### config.mk
export PLATFORM = sky130hd
export DESIGN_NAME = link_control_status_register
export DESIGN_NICKNAME = d
export VERILOG_FILES = /design/src/design/link_ctl_pkg.sv /design/src/design/link_control_status_register.sv /design/src/design/sync2.sv /design/src/design/ctl_hold_timer.sv
export VERILOG_INCLUDE_DIRS = /design/src /design/src/design
export SDC_FILE = /design/constraint.sdc
export NUM_CORES = 1
export LEC_CHECK = 0
export BUFFER_PORTS_ARGS = -buffer_cell sky130_fd_sc_hd__buf_4
export CORE_MARGIN = 2
export CORE_UTILIZATION = 50
export CTS_BUF_LIST = sky130_fd_sc_hd__clkbuf_8
export CTS_CLUSTER_DIAMETER = 150
export DETAILED_ROUTE_END_ITERATION = 6
export PLACE_DENSITY = 0.86
export SLEW_MARGIN = 20
export SYNTH_ARGS = -nofsm -noshare
export SYNTH_HDL_FRONTEND = slang
export SYNTH_SLANG_ARGS = --single-unit
export TNS_END_PERCENT = 1
### constraint.sdc
create_clock -name sys_clk_i -period 4.5 [get_ports sys_clk_i]
set_clock_uncertainty 0.15 [all_clocks]
set_input_delay 0.45 -clock sys_clk_i [delete_from_list [all_inputs] [get_ports sys_clk_i]]
set_output_delay 0.45 -clock sys_clk_i [all_outputs]
set_load 0.005 [all_outputs]
### src/design/link_ctl_consts.svh
// Offsets, field positions, reset values and timing for the link control
// and status register block. Included by the package, the register block and the hold timer.
`ifndef LINK_CTL_CONSTS_SVH
`define LINK_CTL_CONSTS_SVH

`define CLK_PERIOD_NS     4
`define REG_LINK_CTL      8'h84
`define ADDR_W            8
`define DATA_W            32

`define F_FLOOD           1
`define F_SELFTEST        2
`define F_INJECT          3
`define F_BROKEN          4
`define F_DONE            5
`define F_RX_OFF          6
`define F_TX_OFF          7
`define F_ERR_HI          9
`define F_ERR_LO          8
`define F_STOP_RX         11
`define F_ISOC            12
`define F_FLOAT           13
`define F_LONG_CTL        14
`define F_CLK_OVR         15
`define F_RX_MAX_HI       18
`define F_RX_MAX_LO       16
`define F_RX_DW_CAP       19
`define F_TX_MAX_HI       22
`define F_TX_MAX_LO       20
`define F_TX_DW_CAP       23
`define F_RX_W_HI         26
`define F_RX_W_LO         24
`define F_RX_DW_EN        27
`define F_TX_W_HI         30
`define F_TX_W_LO         28
`define F_TX_DW_EN        31

`define RX_PHYS_WIDTH     3'h1
`define TX_PHYS_WIDTH     3'h1
`define WIDTH_RESET       3'h0
`define WIDTH_NC          3'h7

`define CTL_BIT_TIMES     16
`define LONG_CTL_NS       50000
`define RECON_STEP_CYCLES 12'h040
`define BIT_CNT_W         16

`endif

### src/design/link_ctl_pkg.sv
// Types and width decoding shared by the link control blocks.
// Assumes link_ctl_consts.svh is on the include path.
`include "link_ctl_consts.svh"

package link_ctl_pkg;

  typedef enum logic [2:0]
  {
    ST_RESET  = 3'h0,
    ST_CTL    = 3'h1,
    ST_TRAIN  = 3'h2,
    ST_UP     = 3'h3,
    ST_ABSENT = 3'h4,
    ST_STOP   = 3'h5,
    ST_RECON  = 3'h6
  } init_state_t;

  // lane count per width code; reserved and unconnected give zero
  function automatic logic [5:0] lanes_of(input logic [2:0] code);
    case (code)
      3'h0:    lanes_of = 6'h08;
      3'h1:    lanes_of = 6'h10;
      3'h3:    lanes_of = 6'h20;
      3'h4:    lanes_of = 6'h02;
      3'h5:    lanes_of = 6'h04;
      default: lanes_of = 6'h00;
    endcase
  endfunction

  function automatic logic width_fits(input logic [2:0] code,
                                      input logic [2:0] max_code);
    width_fits = (lanes_of(code) != 6'h00) &&
                 (lanes_of(code) <= lanes_of(max_code));
  endfunction

  // Byte lanes in use: narrow links live on lane 0
  function automatic logic [1:0] lane_mask(input logic [2:0] code);
    if (lanes_of(code) == 6'h00)
      lane_mask = 2'h0;
    else if (lanes_of(code) >= 6'h10)
      lane_mask = 2'h3;
    else
      lane_mask = 2'h1;
  endfunction

endpackage

### src/design/link_control_status_register.sv
// Control and status register of one packet link port, with the link
// bring-up sequencer, error logging and stop-signal power handling.
// Assumes a same-clock register port and receiver event inputs; the
// warm reset, stop and link clock pins come from outside the clock.
`timescale 1ns/1ps
`default_nettype none
`include "link_ctl_consts.svh"

module link_control_status_register
  import link_ctl_pkg::*;
#(parameter int LONG_CTL_CYCLES = `LONG_CTL_NS / `CLK_PERIOD_NS)
(
  input  wire logic               sys_clk_i,
  input  wire logic               rst_n_i,
  input  wire logic               warm_rst_n_i,
  input  wire logic [`ADDR_W-1:0] addr_i,
  input  wire logic [`DATA_W-1:0] wdata_i,
  input  wire logic               wr_i,
  input  wire logic               rd_i,
  output logic      [`DATA_W-1:0] rdata_o,
  input  wire logic               link_clk_i,
  input  wire logic               link_stop_n_i,
  input  wire logic [1:0]         rx_crc_err_i,
  input  wire logic               rx_sync_seen_i,
  input  wire logic               train_ok_i,
  input  wire logic               peer_absent_i,
  input  wire logic               connection_pending_i,
  input  wire logic [2:0]         neg_rx_width_i,
  input  wire logic [2:0]         neg_tx_width_i,
  input  wire logic [3:0]         reconnect_delay_i,
  output logic                    ctl_o,
  output logic                    tx_enable_o,
  output logic                    rx_enable_o,
  output logic                    crc_check_en_o,
  output logic                    flood_sync_o,
  output logic      [1:0]         bad_check_o,
  output logic                    link_oe_n_o,
  output logic                    link_clk_oe_n_o,
  output logic      [2:0]         rx_width_o,
  output logic      [2:0]         tx_width_o
);

  init_state_t state;
  init_state_t next_state;

  logic       warm_n_s, warm_n_q, stop_n_s, stop_n_q, lclk_s, lclk_q;
  logic       warm_hold, stop_fall, stop_rise, bit_edge;
  logic       error_flood_enable, inject_bad_check, connection_broken_flag;
  logic       training_done_flag, rx_shutdown, tx_shutdown;
  logic [1:0] lane_check_error;
  logic       stop_rx_power_down, stop_float_enable;
  logic       stop_float_clock_override, long_control_assert;
  logic [2:0] rx_used_width, tx_used_width;
  logic       negotiated_loaded;
  logic [11:0] recon_cnt;
  logic       ctl_start, ctl_done;

  logic       wr_hit, rd_hit, check_on, flood_hit, broken_set;
  logic [1:0] crc_ev, err_clr;
  logic [2:0] wr_rx_w, wr_tx_w;
  logic       rx_w_ok, tx_w_ok, apply_widths, load_negotiated;
  logic       recon_wait, floating, stop_active;
  logic [`DATA_W-1:0] rd_word;

  sync2 #(.WIDTH(3)) u_pin_sync
  (
    .sys_clk_i (sys_clk_i),
    .rst_n_i   (rst_n_i),
    .d_i       ({warm_rst_n_i, link_stop_n_i, link_clk_i}),
    .q_o       ({warm_n_s, stop_n_s, lclk_s})
  );

  // Edge stages reset like the synchroniser, so no false edge at release
  always_ff @(posedge sys_clk_i or negedge rst_n_i)
  begin
    if (!rst_n_i)
    begin
      warm_n_q <= 1'b0;
      stop_n_q <= 1'b0;
      lclk_q   <= 1'b0;
    end
    else
    begin
      warm_n_q <= warm_n_s;
      stop_n_q <= stop_n_s;
      lclk_q   <= lclk_s;
    end
  end

  assign warm_hold   = !warm_n_s;
  assign stop_fall   = stop_n_q && !stop_n_s;
  assign stop_rise   = !stop_n_q && stop_n_s;
  assign stop_active = !stop_n_s;
  // Double data rate link: each clock edge is one bit time
  assign bit_edge    = lclk_s ^ lclk_q;

  assign wr_hit  = wr_i && (addr_i == `REG_LINK_CTL);
  assign rd_hit  = rd_i && (addr_i == `REG_LINK_CTL);
  assign wr_rx_w = wdata_i[`F_RX_W_HI:`F_RX_W_LO];
  assign wr_tx_w = wdata_i[`F_TX_W_HI:`F_TX_W_LO];

  assign rx_w_ok = width_fits(wr_rx_w, `RX_PHYS_WIDTH);
  assign tx_w_ok = width_fits(wr_tx_w, `TX_PHYS_WIDTH);

  assign check_on = training_done_flag && rx_enable_o;
  assign crc_ev   = rx_crc_err_i & lane_mask(rx_width_o)
                    & {2{check_on}};
  assign flood_hit = (|crc_ev) && error_flood_enable;
  assign broken_set = flood_hit || flood_sync_o
                      || (rx_sync_seen_i && training_done_flag)
                      || (state == ST_ABSENT);
  assign err_clr = wr_hit ? wdata_i[`F_ERR_HI:`F_ERR_LO] : 2'h0;

  // new widths reach the link at warm release or stop disconnect
  assign apply_widths    = (warm_n_s && !warm_n_q)
                           || (stop_fall && state == ST_UP);
  assign load_negotiated = (state == ST_TRAIN) && train_ok_i
                           && !negotiated_loaded;

  // reconnect delay only when floating without clock override
  assign recon_wait = stop_float_enable && !stop_float_clock_override;
  assign floating   = (state == ST_STOP) && stop_float_enable;
  assign ctl_start  = (next_state == ST_CTL) && (state != ST_CTL);

  always_comb
  begin
    next_state = state;
    case (state)
      ST_RESET:  next_state = ST_CTL;
      ST_CTL:    if (ctl_done) next_state = ST_TRAIN;
      ST_TRAIN:
      begin
        if (peer_absent_i)
          next_state = ST_ABSENT;
        else if (train_ok_i)
          next_state = ST_UP;
      end
      ST_UP:     if (stop_fall) next_state = ST_STOP;
      ST_ABSENT: next_state = ST_ABSENT;
      ST_STOP:
      begin
        if (stop_rise)
          next_state = recon_wait ? ST_RECON : ST_CTL;
      end
      ST_RECON:  if (recon_cnt == 12'h000) next_state = ST_CTL;
      default:   next_state = ST_RESET;
    endcase
    if (warm_hold)
      next_state = ST_RESET;
  end

  ctl_hold_timer #(.LONG_CYCLES(LONG_CTL_CYCLES)) u_ctl_timer
  (
    .sys_clk_i  (sys_clk_i),
    .rst_n_i    (rst_n_i),
    .start_i    (ctl_start),
    .long_i     (long_control_assert),
    .bit_edge_i (bit_edge),
    .done_o     (ctl_done)
  );

  always_ff @(posedge sys_clk_i or negedge rst_n_i)
  begin
    if (!rst_n_i)
    begin
      state     <= ST_RESET;
      recon_cnt <= 12'h000;
    end
    else
    begin
      state <= next_state;
      if (stop_rise)
        recon_cnt <= 12'(reconnect_delay_i * `RECON_STEP_CYCLES);
      else if (state == ST_RECON && recon_cnt != 12'h000)
        recon_cnt <= recon_cnt - 12'h001;
    end
  end

  // volatile bits clear on cold or warm reset
  always_ff @(posedge sys_clk_i or negedge rst_n_i)
  begin
    if (!rst_n_i)
    begin
      error_flood_enable        <= 1'b0;
      inject_bad_check          <= 1'b0;
      rx_shutdown               <= 1'b0;
      tx_shutdown               <= 1'b0;
      stop_rx_power_down        <= 1'b0;
      stop_float_clock_override <= 1'b0;
      flood_sync_o              <= 1'b0;
      training_done_flag        <= 1'b0;
    end
    else if (warm_hold)
    begin
      error_flood_enable        <= 1'b0;
      inject_bad_check          <= 1'b0;
      rx_shutdown               <= 1'b0;
      tx_shutdown               <= 1'b0;
      stop_rx_power_down        <= 1'b0;
      stop_float_clock_override <= 1'b0;
      flood_sync_o              <= 1'b0;
      training_done_flag        <= 1'b0;
    end
    else
    begin
      if (wr_hit)
      begin
        error_flood_enable        <= wdata_i[`F_FLOOD];
        inject_bad_check          <= wdata_i[`F_INJECT];
        stop_rx_power_down        <= wdata_i[`F_STOP_RX];
        stop_float_clock_override <= wdata_i[`F_CLK_OVR];
      end
      rx_shutdown <= rx_shutdown || (wr_hit && wdata_i[`F_RX_OFF])
                     || (state == ST_ABSENT);
      tx_shutdown <= tx_shutdown || (wr_hit && wdata_i[`F_TX_OFF])
                     || (state == ST_ABSENT);
      flood_sync_o <= flood_sync_o || flood_hit;
      // done tracks the link being up
      training_done_flag <= (next_state == ST_UP);
    end
  end

  // sticky bits clear on cold reset only
  always_ff @(posedge sys_clk_i or negedge rst_n_i)
  begin
    if (!rst_n_i)
    begin
      connection_broken_flag <= 1'b0;
      lane_check_error       <= 2'h0;
      stop_float_enable      <= 1'b0;
      long_control_assert    <= 1'b0;
      rx_used_width          <= `WIDTH_RESET;
      tx_used_width          <= `WIDTH_RESET;
      negotiated_loaded      <= 1'b0;
    end
    else
    begin
      // write 1 clears, a new event wins
      connection_broken_flag <= broken_set || (connection_broken_flag
                                && !(wr_hit && wdata_i[`F_BROKEN]));
      // per-lane write 1 clear, set wins
      lane_check_error <= (lane_check_error & ~err_clr) | crc_ev;
      if (wr_hit)
      begin
        stop_float_enable   <= wdata_i[`F_FLOAT];
        long_control_assert <= wdata_i[`F_LONG_CTL];
      end
      if (load_negotiated)
      begin
        rx_used_width     <= neg_rx_width_i;
        tx_used_width     <= neg_tx_width_i;
        negotiated_loaded <= 1'b1;
      end
      else if (wr_hit)
      begin
        if (rx_w_ok)
          rx_used_width <= wr_rx_w;
        if (tx_w_ok)
          tx_used_width <= wr_tx_w;
      end
    end
  end

  // Link-facing outputs, all registered
  always_ff @(posedge sys_clk_i or negedge rst_n_i)
  begin
    if (!rst_n_i)
    begin
      rx_width_o      <= `WIDTH_RESET;
      tx_width_o      <= `WIDTH_RESET;
      ctl_o           <= 1'b0;
      tx_enable_o     <= 1'b0;
      rx_enable_o     <= 1'b0;
      crc_check_en_o  <= 1'b0;
      bad_check_o     <= 2'h0;
      link_oe_n_o     <= 1'b0;
      link_clk_oe_n_o <= 1'b0;
    end
    else
    begin
      // applied width is what the far receiver must match
      if (load_negotiated)
      begin
        rx_width_o <= neg_rx_width_i;
        tx_width_o <= neg_tx_width_i;
      end
      else if (apply_widths)
      begin
        rx_width_o <= rx_used_width;
        tx_width_o <= tx_used_width;
      end
      // a shut transmitter freezes ctl_o and holds tx_enable_o low
      if (!tx_shutdown)
        ctl_o <= (next_state == ST_CTL);
      tx_enable_o <= !tx_shutdown && (state == ST_UP);
      // receiver off during stop when enabled
      rx_enable_o <= !rx_shutdown
                     && !(stop_active && stop_rx_power_down);
      crc_check_en_o <= check_on;
      // corrupt CRC on used outgoing lanes
      bad_check_o <= inject_bad_check ? lane_mask(tx_width_o) : 2'h0;
      link_oe_n_o <= floating;
      link_clk_oe_n_o <= floating && !stop_float_clock_override;
    end
  end

  // unmapped reads, self-test, isoc and dword bits read zero
  always_comb
  begin
    rd_word = '0;
    rd_word[`F_FLOOD]  = error_flood_enable;
    rd_word[`F_INJECT] = inject_bad_check;
    rd_word[`F_BROKEN] = connection_broken_flag && !connection_pending_i;
    rd_word[`F_DONE]   = training_done_flag;
    rd_word[`F_RX_OFF] = rx_shutdown;
    rd_word[`F_TX_OFF] = tx_shutdown;
    rd_word[`F_ERR_HI:`F_ERR_LO] = lane_check_error
                                   & lane_mask(rx_width_o);
    rd_word[`F_STOP_RX]  = stop_rx_power_down;
    rd_word[`F_FLOAT]    = stop_float_enable;
    rd_word[`F_LONG_CTL] = long_control_assert;
    rd_word[`F_CLK_OVR]  = stop_float_clock_override;
    rd_word[`F_RX_MAX_HI:`F_RX_MAX_LO] = `RX_PHYS_WIDTH;
    rd_word[`F_TX_MAX_HI:`F_TX_MAX_LO] = `TX_PHYS_WIDTH;
    rd_word[`F_RX_W_HI:`F_RX_W_LO]     = rx_used_width;
    rd_word[`F_TX_W_HI:`F_TX_W_LO]     = tx_used_width;
    if (!rd_hit)
      rd_word = '0;
  end

  always_ff @(posedge sys_clk_i or negedge rst_n_i)
  begin
    if (!rst_n_i)
      rdata_o <= '0;
    else
      rdata_o <= rd_word;
  end
endmodule

`default_nettype wire

### src/design/sync2.sv
// Two flip-flop synchroniser for levels arriving from outside sys_clk_i.
// Only the second stage may be read by other logic.
`timescale 1ns/1ps
`default_nettype none

module sync2 #(parameter int WIDTH = 1)
(
  input  wire logic             sys_clk_i,
  input  wire logic             rst_n_i,
  input  wire logic [WIDTH-1:0] d_i,
  output logic      [WIDTH-1:0] q_o
);

  logic [WIDTH-1:0] meta;

  always_ff @(posedge sys_clk_i or negedge rst_n_i)
  begin
    if (!rst_n_i)
    begin
      meta <= '0;
      q_o  <= '0;
    end
    else
    begin
      meta <= d_i;
      q_o  <= meta;
    end
  end

endmodule

`default_nettype wire

### src/design/ctl_hold_timer.sv
// Times how long the control line is held during link initialization:
// a number of link bit times, or a long interval in system cycles.
// Expects bit_edge_i as a one-cycle pulse per link bit time.
`timescale 1ns/1ps
`default_nettype none
`include "link_ctl_consts.svh"

module ctl_hold_timer
  import link_ctl_pkg::*;
#(parameter int LONG_CYCLES = 12500)
(
  input  wire logic sys_clk_i,
  input  wire logic rst_n_i,
  input  wire logic start_i,
  input  wire logic long_i,
  input  wire logic bit_edge_i,
  output logic      done_o
);

  logic [`BIT_CNT_W-1:0] remain;
  logic                  running;
  logic                  step;

  // Short hold counts link bit times, long hold counts system cycles
  assign step = running && (long_i || bit_edge_i);

  always_ff @(posedge sys_clk_i or negedge rst_n_i)
  begin
    if (!rst_n_i)
    begin
      remain  <= '0;
      running <= 1'b0;
      done_o  <= 1'b0;
    end
    else if (start_i)
    begin
      remain  <= long_i ? `BIT_CNT_W'(LONG_CYCLES)
                        : `BIT_CNT_W'(`CTL_BIT_TIMES);
      running <= 1'b1;
      done_o  <= 1'b0;
    end
    else if (step)
    begin
      remain  <= remain - `BIT_CNT_W'(1);
      running <= (remain != `BIT_CNT_W'(1));
      done_o  <= (remain == `BIT_CNT_W'(1));
    end
    else
      done_o <= 1'b0;
  end

endmodule

`default_nettype wire

; Word-level counts from Yosys, hierarchy flattened
; Cells that the tools add are included.
[totals]
out_inout_bits = 47
in_bits = 63
wordCells = 197
ff_bits = 108
[op_classes]
n_eq_ne = 29
reduce_logical = 67
muxes = 53
bitwise = 7
magnitude_cmp = 4
n_addsub = 2
[ops]
columns = op, count
row1 = case mux 6 bit (5 select lines), 4
row2 = two-way mux 3 bit, 18
row3 = == test 3 bit (second input constant), 11
row4 = two-way mux 16 bit, 2
row5 = two-way mux 31 bit, 1
row6 = logical AND 1 bit, 27
row7 = two-way mux 12 bit, 2
row8 = == test 3 x 2 -> 1 bit (second input constant), 7
row9 = case mux 3 bit (7 select lines), 1
row10 = == test 3 x 1 -> 1 bit (second input constant), 6
row11 = == test 16 x 1 -> 1 bit (second input constant), 1
row12 = two-way mux 1 bit, 16
row13 = != test 16 x 1 -> 1 bit (second input constant), 1
row14 = subtractor 16 x 1 -> 16 bit (second input constant), 1
row15 = zero test 3 bit, 5
row16 = two-way mux 14 bit, 1
row17 = >= comparator 6 x 5 -> 1 bit (second input constant), 2
row18 = less-or-equal comparator 6 x 5 -> 1 bit (second input constant), 2
row19 = zero test 12 bit, 1
row20 = zero test 6 bit, 2
row21 = two-way mux 2 bit, 6
row22 = two-way mux 6 bit, 2
row23 = nonzero test 12 bit, 1
row24 = nonzero test 2 bit, 6
row25 = 13 further kinds, 36

; Longest topological paths before layout
[depth]
ltp_word = 15
mapped_depth = 8
mapped_depth_nobuf = 6

; Hierarchy
; A second synthesis with hierarchy kept.
[unflattened]
cells_unflattened = 409
area_unflattened_um2 = 4371.7
[modules_own_cells]
columns = mod, instances, cells_each, area_each_um2, seq_area_each_um2
row1 = link_control_status_register, 1, 306, 3260.6, 1776.7
row2 = ctl_hold_timer, 1, 97, 960.9, 450.4
row3 = sync2, 1, 6, 150.1, 150.1

; Worst setup path after synthesis
; Ideal clock, no wire load.
[synth_timing]
path_type = register -> register
from = reg recon_cnt[6]
to = reg u_ctl_timer.remain[12]
required_ps = 4225
setup_ps = 125
t_arrival_ps = 2093
stages_incl_launch_ff = 6
path_buffers = 0
setup_slack_ps = 2132
period_less_slack_ps = 2368
path_cell_list = dfrtp_1 -> nor4_4 -> nand4_1 -> o221a_2 -> a2111oi_4 -> mux2_2
[synth_between]
elab_chain_len = 7
word_cells_on_any_way = 8
classes_between = eq/ne (1) / mux (4) / reduce/logical (3)
[synth_lines]
columns = item, line_no
row1 = "start, declared", link_control_status_register.sv:55  ; logic [11:0] recon_cnt;
row2 = "start signal, assigned", link_control_status_register.sv:173  ; recon_cnt <= 12'(reconnect_delay_i * `RECON_STEP_CYCLES);
row3 = "start signal, assigned", link_control_status_register.sv:175  ; recon_cnt <= recon_cnt - 12'h001;
row4 = zero test 12 bit (*), link_control_status_register.sv:145  ; ST_RECON: if (recon_cnt == 12'h000) next_state = ST_CTL;
row5 = two-way mux 3 bit (*), link_control_status_register.sv:145
row6 = case mux 3 bit (7 select lines) (*), link_control_status_register.sv:128  ; case (state)
row7 = two-way mux 3 bit (*), link_control_status_register.sv:148  ; if (warm_hold)
row8 = == test 3 x 1 -> 1 bit (*), link_control_status_register.sv:123  ; assign ctl_start = (next_state == ST_CTL) && (state != ST_CTL);
row9 = logical AND 1 bit (*), link_control_status_register.sv:123
row10 = two-way mux 16 bit or nonzero test 2 bit (tied branches), n/a
row11 = "end signal, assigned", ctl_hold_timer.sv:37  ; remain <= long_i ? `BIT_CNT_W'(LONG_CYCLES)
row12 = "end signal, assigned", ctl_hold_timer.sv:44  ; remain <= remain - `BIT_CNT_W'(1);
row13 = "end, declared", ctl_hold_timer.sv:20  ; logic [`BIT_CNT_W-1:0] remain;
; Mark *: on every way between the ends. The rest lies on a longest branch, timed or not.
; A chain may end at the register's enable or synchronous reset.

; Worst setup path in the final report
[layout_timing]
from = reg state[0]
to = reg u_ctl_timer.remain[13]
[layout_between]
elab_chain_len = 7
word_cells_on_any_way = 20
classes_between = eq/ne (8) / mux (9) / reduce/logical (3)
[layout_lines]
columns = item, line_no
row1 = "start, declared", link_control_status_register.sv:43  ; init_state_t state;
row2 = "start signal, assigned", link_control_status_register.sv:171  ; state <= next_state;
row3 = two-way mux 3 bit, link_control_status_register.sv:135  ; else if (train_ok_i)
row4 = two-way mux 3 bit, link_control_status_register.sv:133  ; if (peer_absent_i)
row5 = case mux 3 bit (7 select lines), link_control_status_register.sv:128
row6 = two-way mux 3 bit, link_control_status_register.sv:148
row7 = == test 3 x 1 -> 1 bit, link_control_status_register.sv:123
row8 = logical AND 1 bit (*), link_control_status_register.sv:123
row9 = two-way mux 16 bit or nonzero test 2 bit (tied branches), n/a
; Marks and branches as above.

==> results.json <==
{
  "synth_edf_count": 0,
  "arrival_ps": 2790,
  "worstSetupStartpointType": "flop",
  "maxCapViolCount": 0,
  "initial_core_util_pct": 51.30,
  "yosysSeqAreaShare_pct": 56.68,
  "cts_max_level": 3,
  "synthTopCellsByCount": "95 x dfrtp_1, 43 x nand2_1, 38 x nor2_1, 17 x and2_1, 17 x o21ai_0",
  "worstPathMaxFanout": 18,
  "drtPass1Iterations": 5,
  "synth_ff_type": "dfrtp_1",
  "synth_area_leader_cell": "dfrtp_1",
  "status": "complete, but fails checks",
  "cts_made_buffers": 9,
  "post_cts_buffers": 0,
  "required_ps": 4600,
  "end_kind": "flop",
  "grt_util_all_layers_pct": 19.93,
  "path_clk_slew_ps": 100,
  "synth_most_common_cell": "dfrtp_1",
  "violations": "hold timing",
  "die_h_um": 95.59,
  "grt_pass1_wl_um": 13850,
  "wirelength_um": 8894,
  "vias": 3073,
  "ys_top_cells_by_area": "dfrtp_1 57%, nand2_1 3.8%, nor2_1 3.4%",
  "drc": 0,
  "die-area_mm2": 0.009136,
  "power_density_mw_per_mm2": 399.7,
  "yosysUniqueCellTypes": 49,
  "synth_top_family_by_area": "simple AND/OR/NAND/NOR gates",
  "antenna_found_initial": 0,
  "muxShareOfSynthArea_pct": 3.520,
  "synth_compound_area_share_pct": 8.413,
  "cts_sinks": 95,
  "fin_tns_setup_ps": 0,
  "routedWlPerCell_um": 15.23,
  "cts_hold_buf": 0,
  "vias_per_cell": 5.262,
  "dp.cells": 568,
  "row_count": 33,
  "maxSlewViolCount": 0,
  "gp_congestion": 0.8417,
  "total_power_mw": 2.037,
  "yosysWarnings": 0,
  "core_area_mm2": 0.008175,
  "synth_fa_ha_area_share_pct": 0.8950,
  "drt_iter0_markers": 160,
  "io_buffers": 82,
  "hold_violations": 4,
  "diodes": 0,
  "async_flop_share_pct": 100.0,
  "layout.nets": 540,
  "clock_path_buffers": 2,
  "grt_max_degree": 62,
  "area_growth_pct": 21.54,
  "finalCriticalPeriod_ps": 2688,
  "cts_root_buffer": "clkbuf_8",
  "worstMarginPinSlew_ps": 770.5,
  "ctsResizeCount": 0,
  "synth_top_area_share_pct": 56.68,
  "design.portCount": 110,
  "tritoncts": "yes",
  "crit_type": "flop to flop",
  "max_freq_ghz": 0.3720,
  "synthSimpleGateAreaFrac_pct": 20.64,
  "max_slew_margin_pct": 48.63,
  "p_leak_nw": 2.449,
  "finalSetupViolCount": 0,
  "dp_hpwl_um": 6355,
  "grt_pass1_vias": 2900,
  "layout-drive-gt1-share_pct": 24.01,
  "grt_overflow": 0,
  "synth-xor-area-share_pct": 5.430,
  "antenna_left": 0,
  "instances_no_fill": 584,
  "worstSkewPairLatency_ps": 360,
  "dieWidth_um": 95.59,
  "rsz0062_at_grt": "false",
  "vdd_drop_max_mv": 0.3361,
  "whs_ps": -25.02,
  "ys_seq_elements": 95,
  "hold_path_class": "primary input to async pin",
  "avgSynthCellArea_um2": 10.73,
  "synthCells": 391,
  "netlist_area_mm2": 0.004194,
  "period_share_pct": 59.73
}
registers in the layout, indices dropped and copies added, names as in the netlist, 2 cells and up:
name                cells
bad_check_o             2
lane_check_error        2
rdata_o                19
recon_cnt              12
rx_used_width           3
rx_width_o              3
state                   3
tx_used_width           3
tx_width_o              3
u_ctl_timer.remain     16
u_pin_sync.meta         3
u_pin_sync.q_o          3
power by group:
group          total [mW]  leakage (nW)  switching [mW]  internal (mW)
logic               0.367          1.07           0.177          0.190
clock network       0.613         0.111           0.298          0.315
registers            1.06          1.27           0.104          0.954
total                2.04          2.45           0.579           1.46
area by class of cell:
type                    instances  area, um2
fillers                       650       3078
flip-flops and latches         95       2377
multi-input cells             272       1684
repair buffers                 86      645.6
well taps                     105      131.4
clock buffers                   9      123.9
clock inverters                 7      97.59
inverters                      10      37.54
layer usage:
metal | wire length, um | vias up | track usage [%]
met5 | 0 | - | 0
li1 | - | 1472 | -
met3 | 329 | 11 | 4.506
met2 | 4661 | 76 | 33.04
met1 | 3796 | 1514 | 26.28
met4 | 107 | 0 | 5.714
kinds of logic after synthesis:
family	Yosys count
buf+inv	35
other cells	1
flops	95
mux	14
compound gates	51
xor+xnor	26
simple gates	166
fa+ha+maj	3
worst paths after layout:
kind | depth (start not counted) | slack, ps | endpoint | startpoint
setup / recovery | 6 | 1810 | u_ctl_timer.remain[13] | state[0]
hold / removal | 1 | -30 | crc_check_en_o | rst_n_i
setup reg to reg | 6 | 1810 | u_ctl_timer.remain[13] | state[0]
hold reg to reg | 0 | 210 | u_pin_sync.q_o[2] | u_pin_sync.meta[2]
max in group asynchronous | 2 | 3260 | rdata_o[30] | rst_n_i
min in group sys_clk_i | 1 | 40 | u_pin_sync.meta[2] | warm_rst_n_i
worst max-delay path: stages (launching register included):
cell and delay, ps:
dfrtp_1 540, nor2b_1 430, nand2_1 170, o221a_2 360, a2111oi_4 260, buf_4 280, mux2_2 360
per-stage QoR:
stage	setup slack (ps)	utilization, %	area, um2
2_1_floorplan	2132	-	4235
3_3_place_gp	1886	59.55	4868
3_5_place_dp	1829	59.55	4868
4_1_cts	1849	62.26	5090
5_1_grt	1698	62.35	5097
6_report	1812	62.35	5097
layout by cell type, fill, tap and decap left out, drive strengths merged, types with 6 or more instances in the layout:
cell,count
clkbuf,9
mux2i,8
nor3,12
conb,12
nand2,43
xor2,13
dfrtp,95
nand2b,8
mux2,6
inv,12
xnor2,13
nand3,6
and2,17
buf,86
nor2b,9
nor4b,6
o21ai,17
nor2,38
a21oi,11
Note: power is estimated with default switching activity, not from simulation.
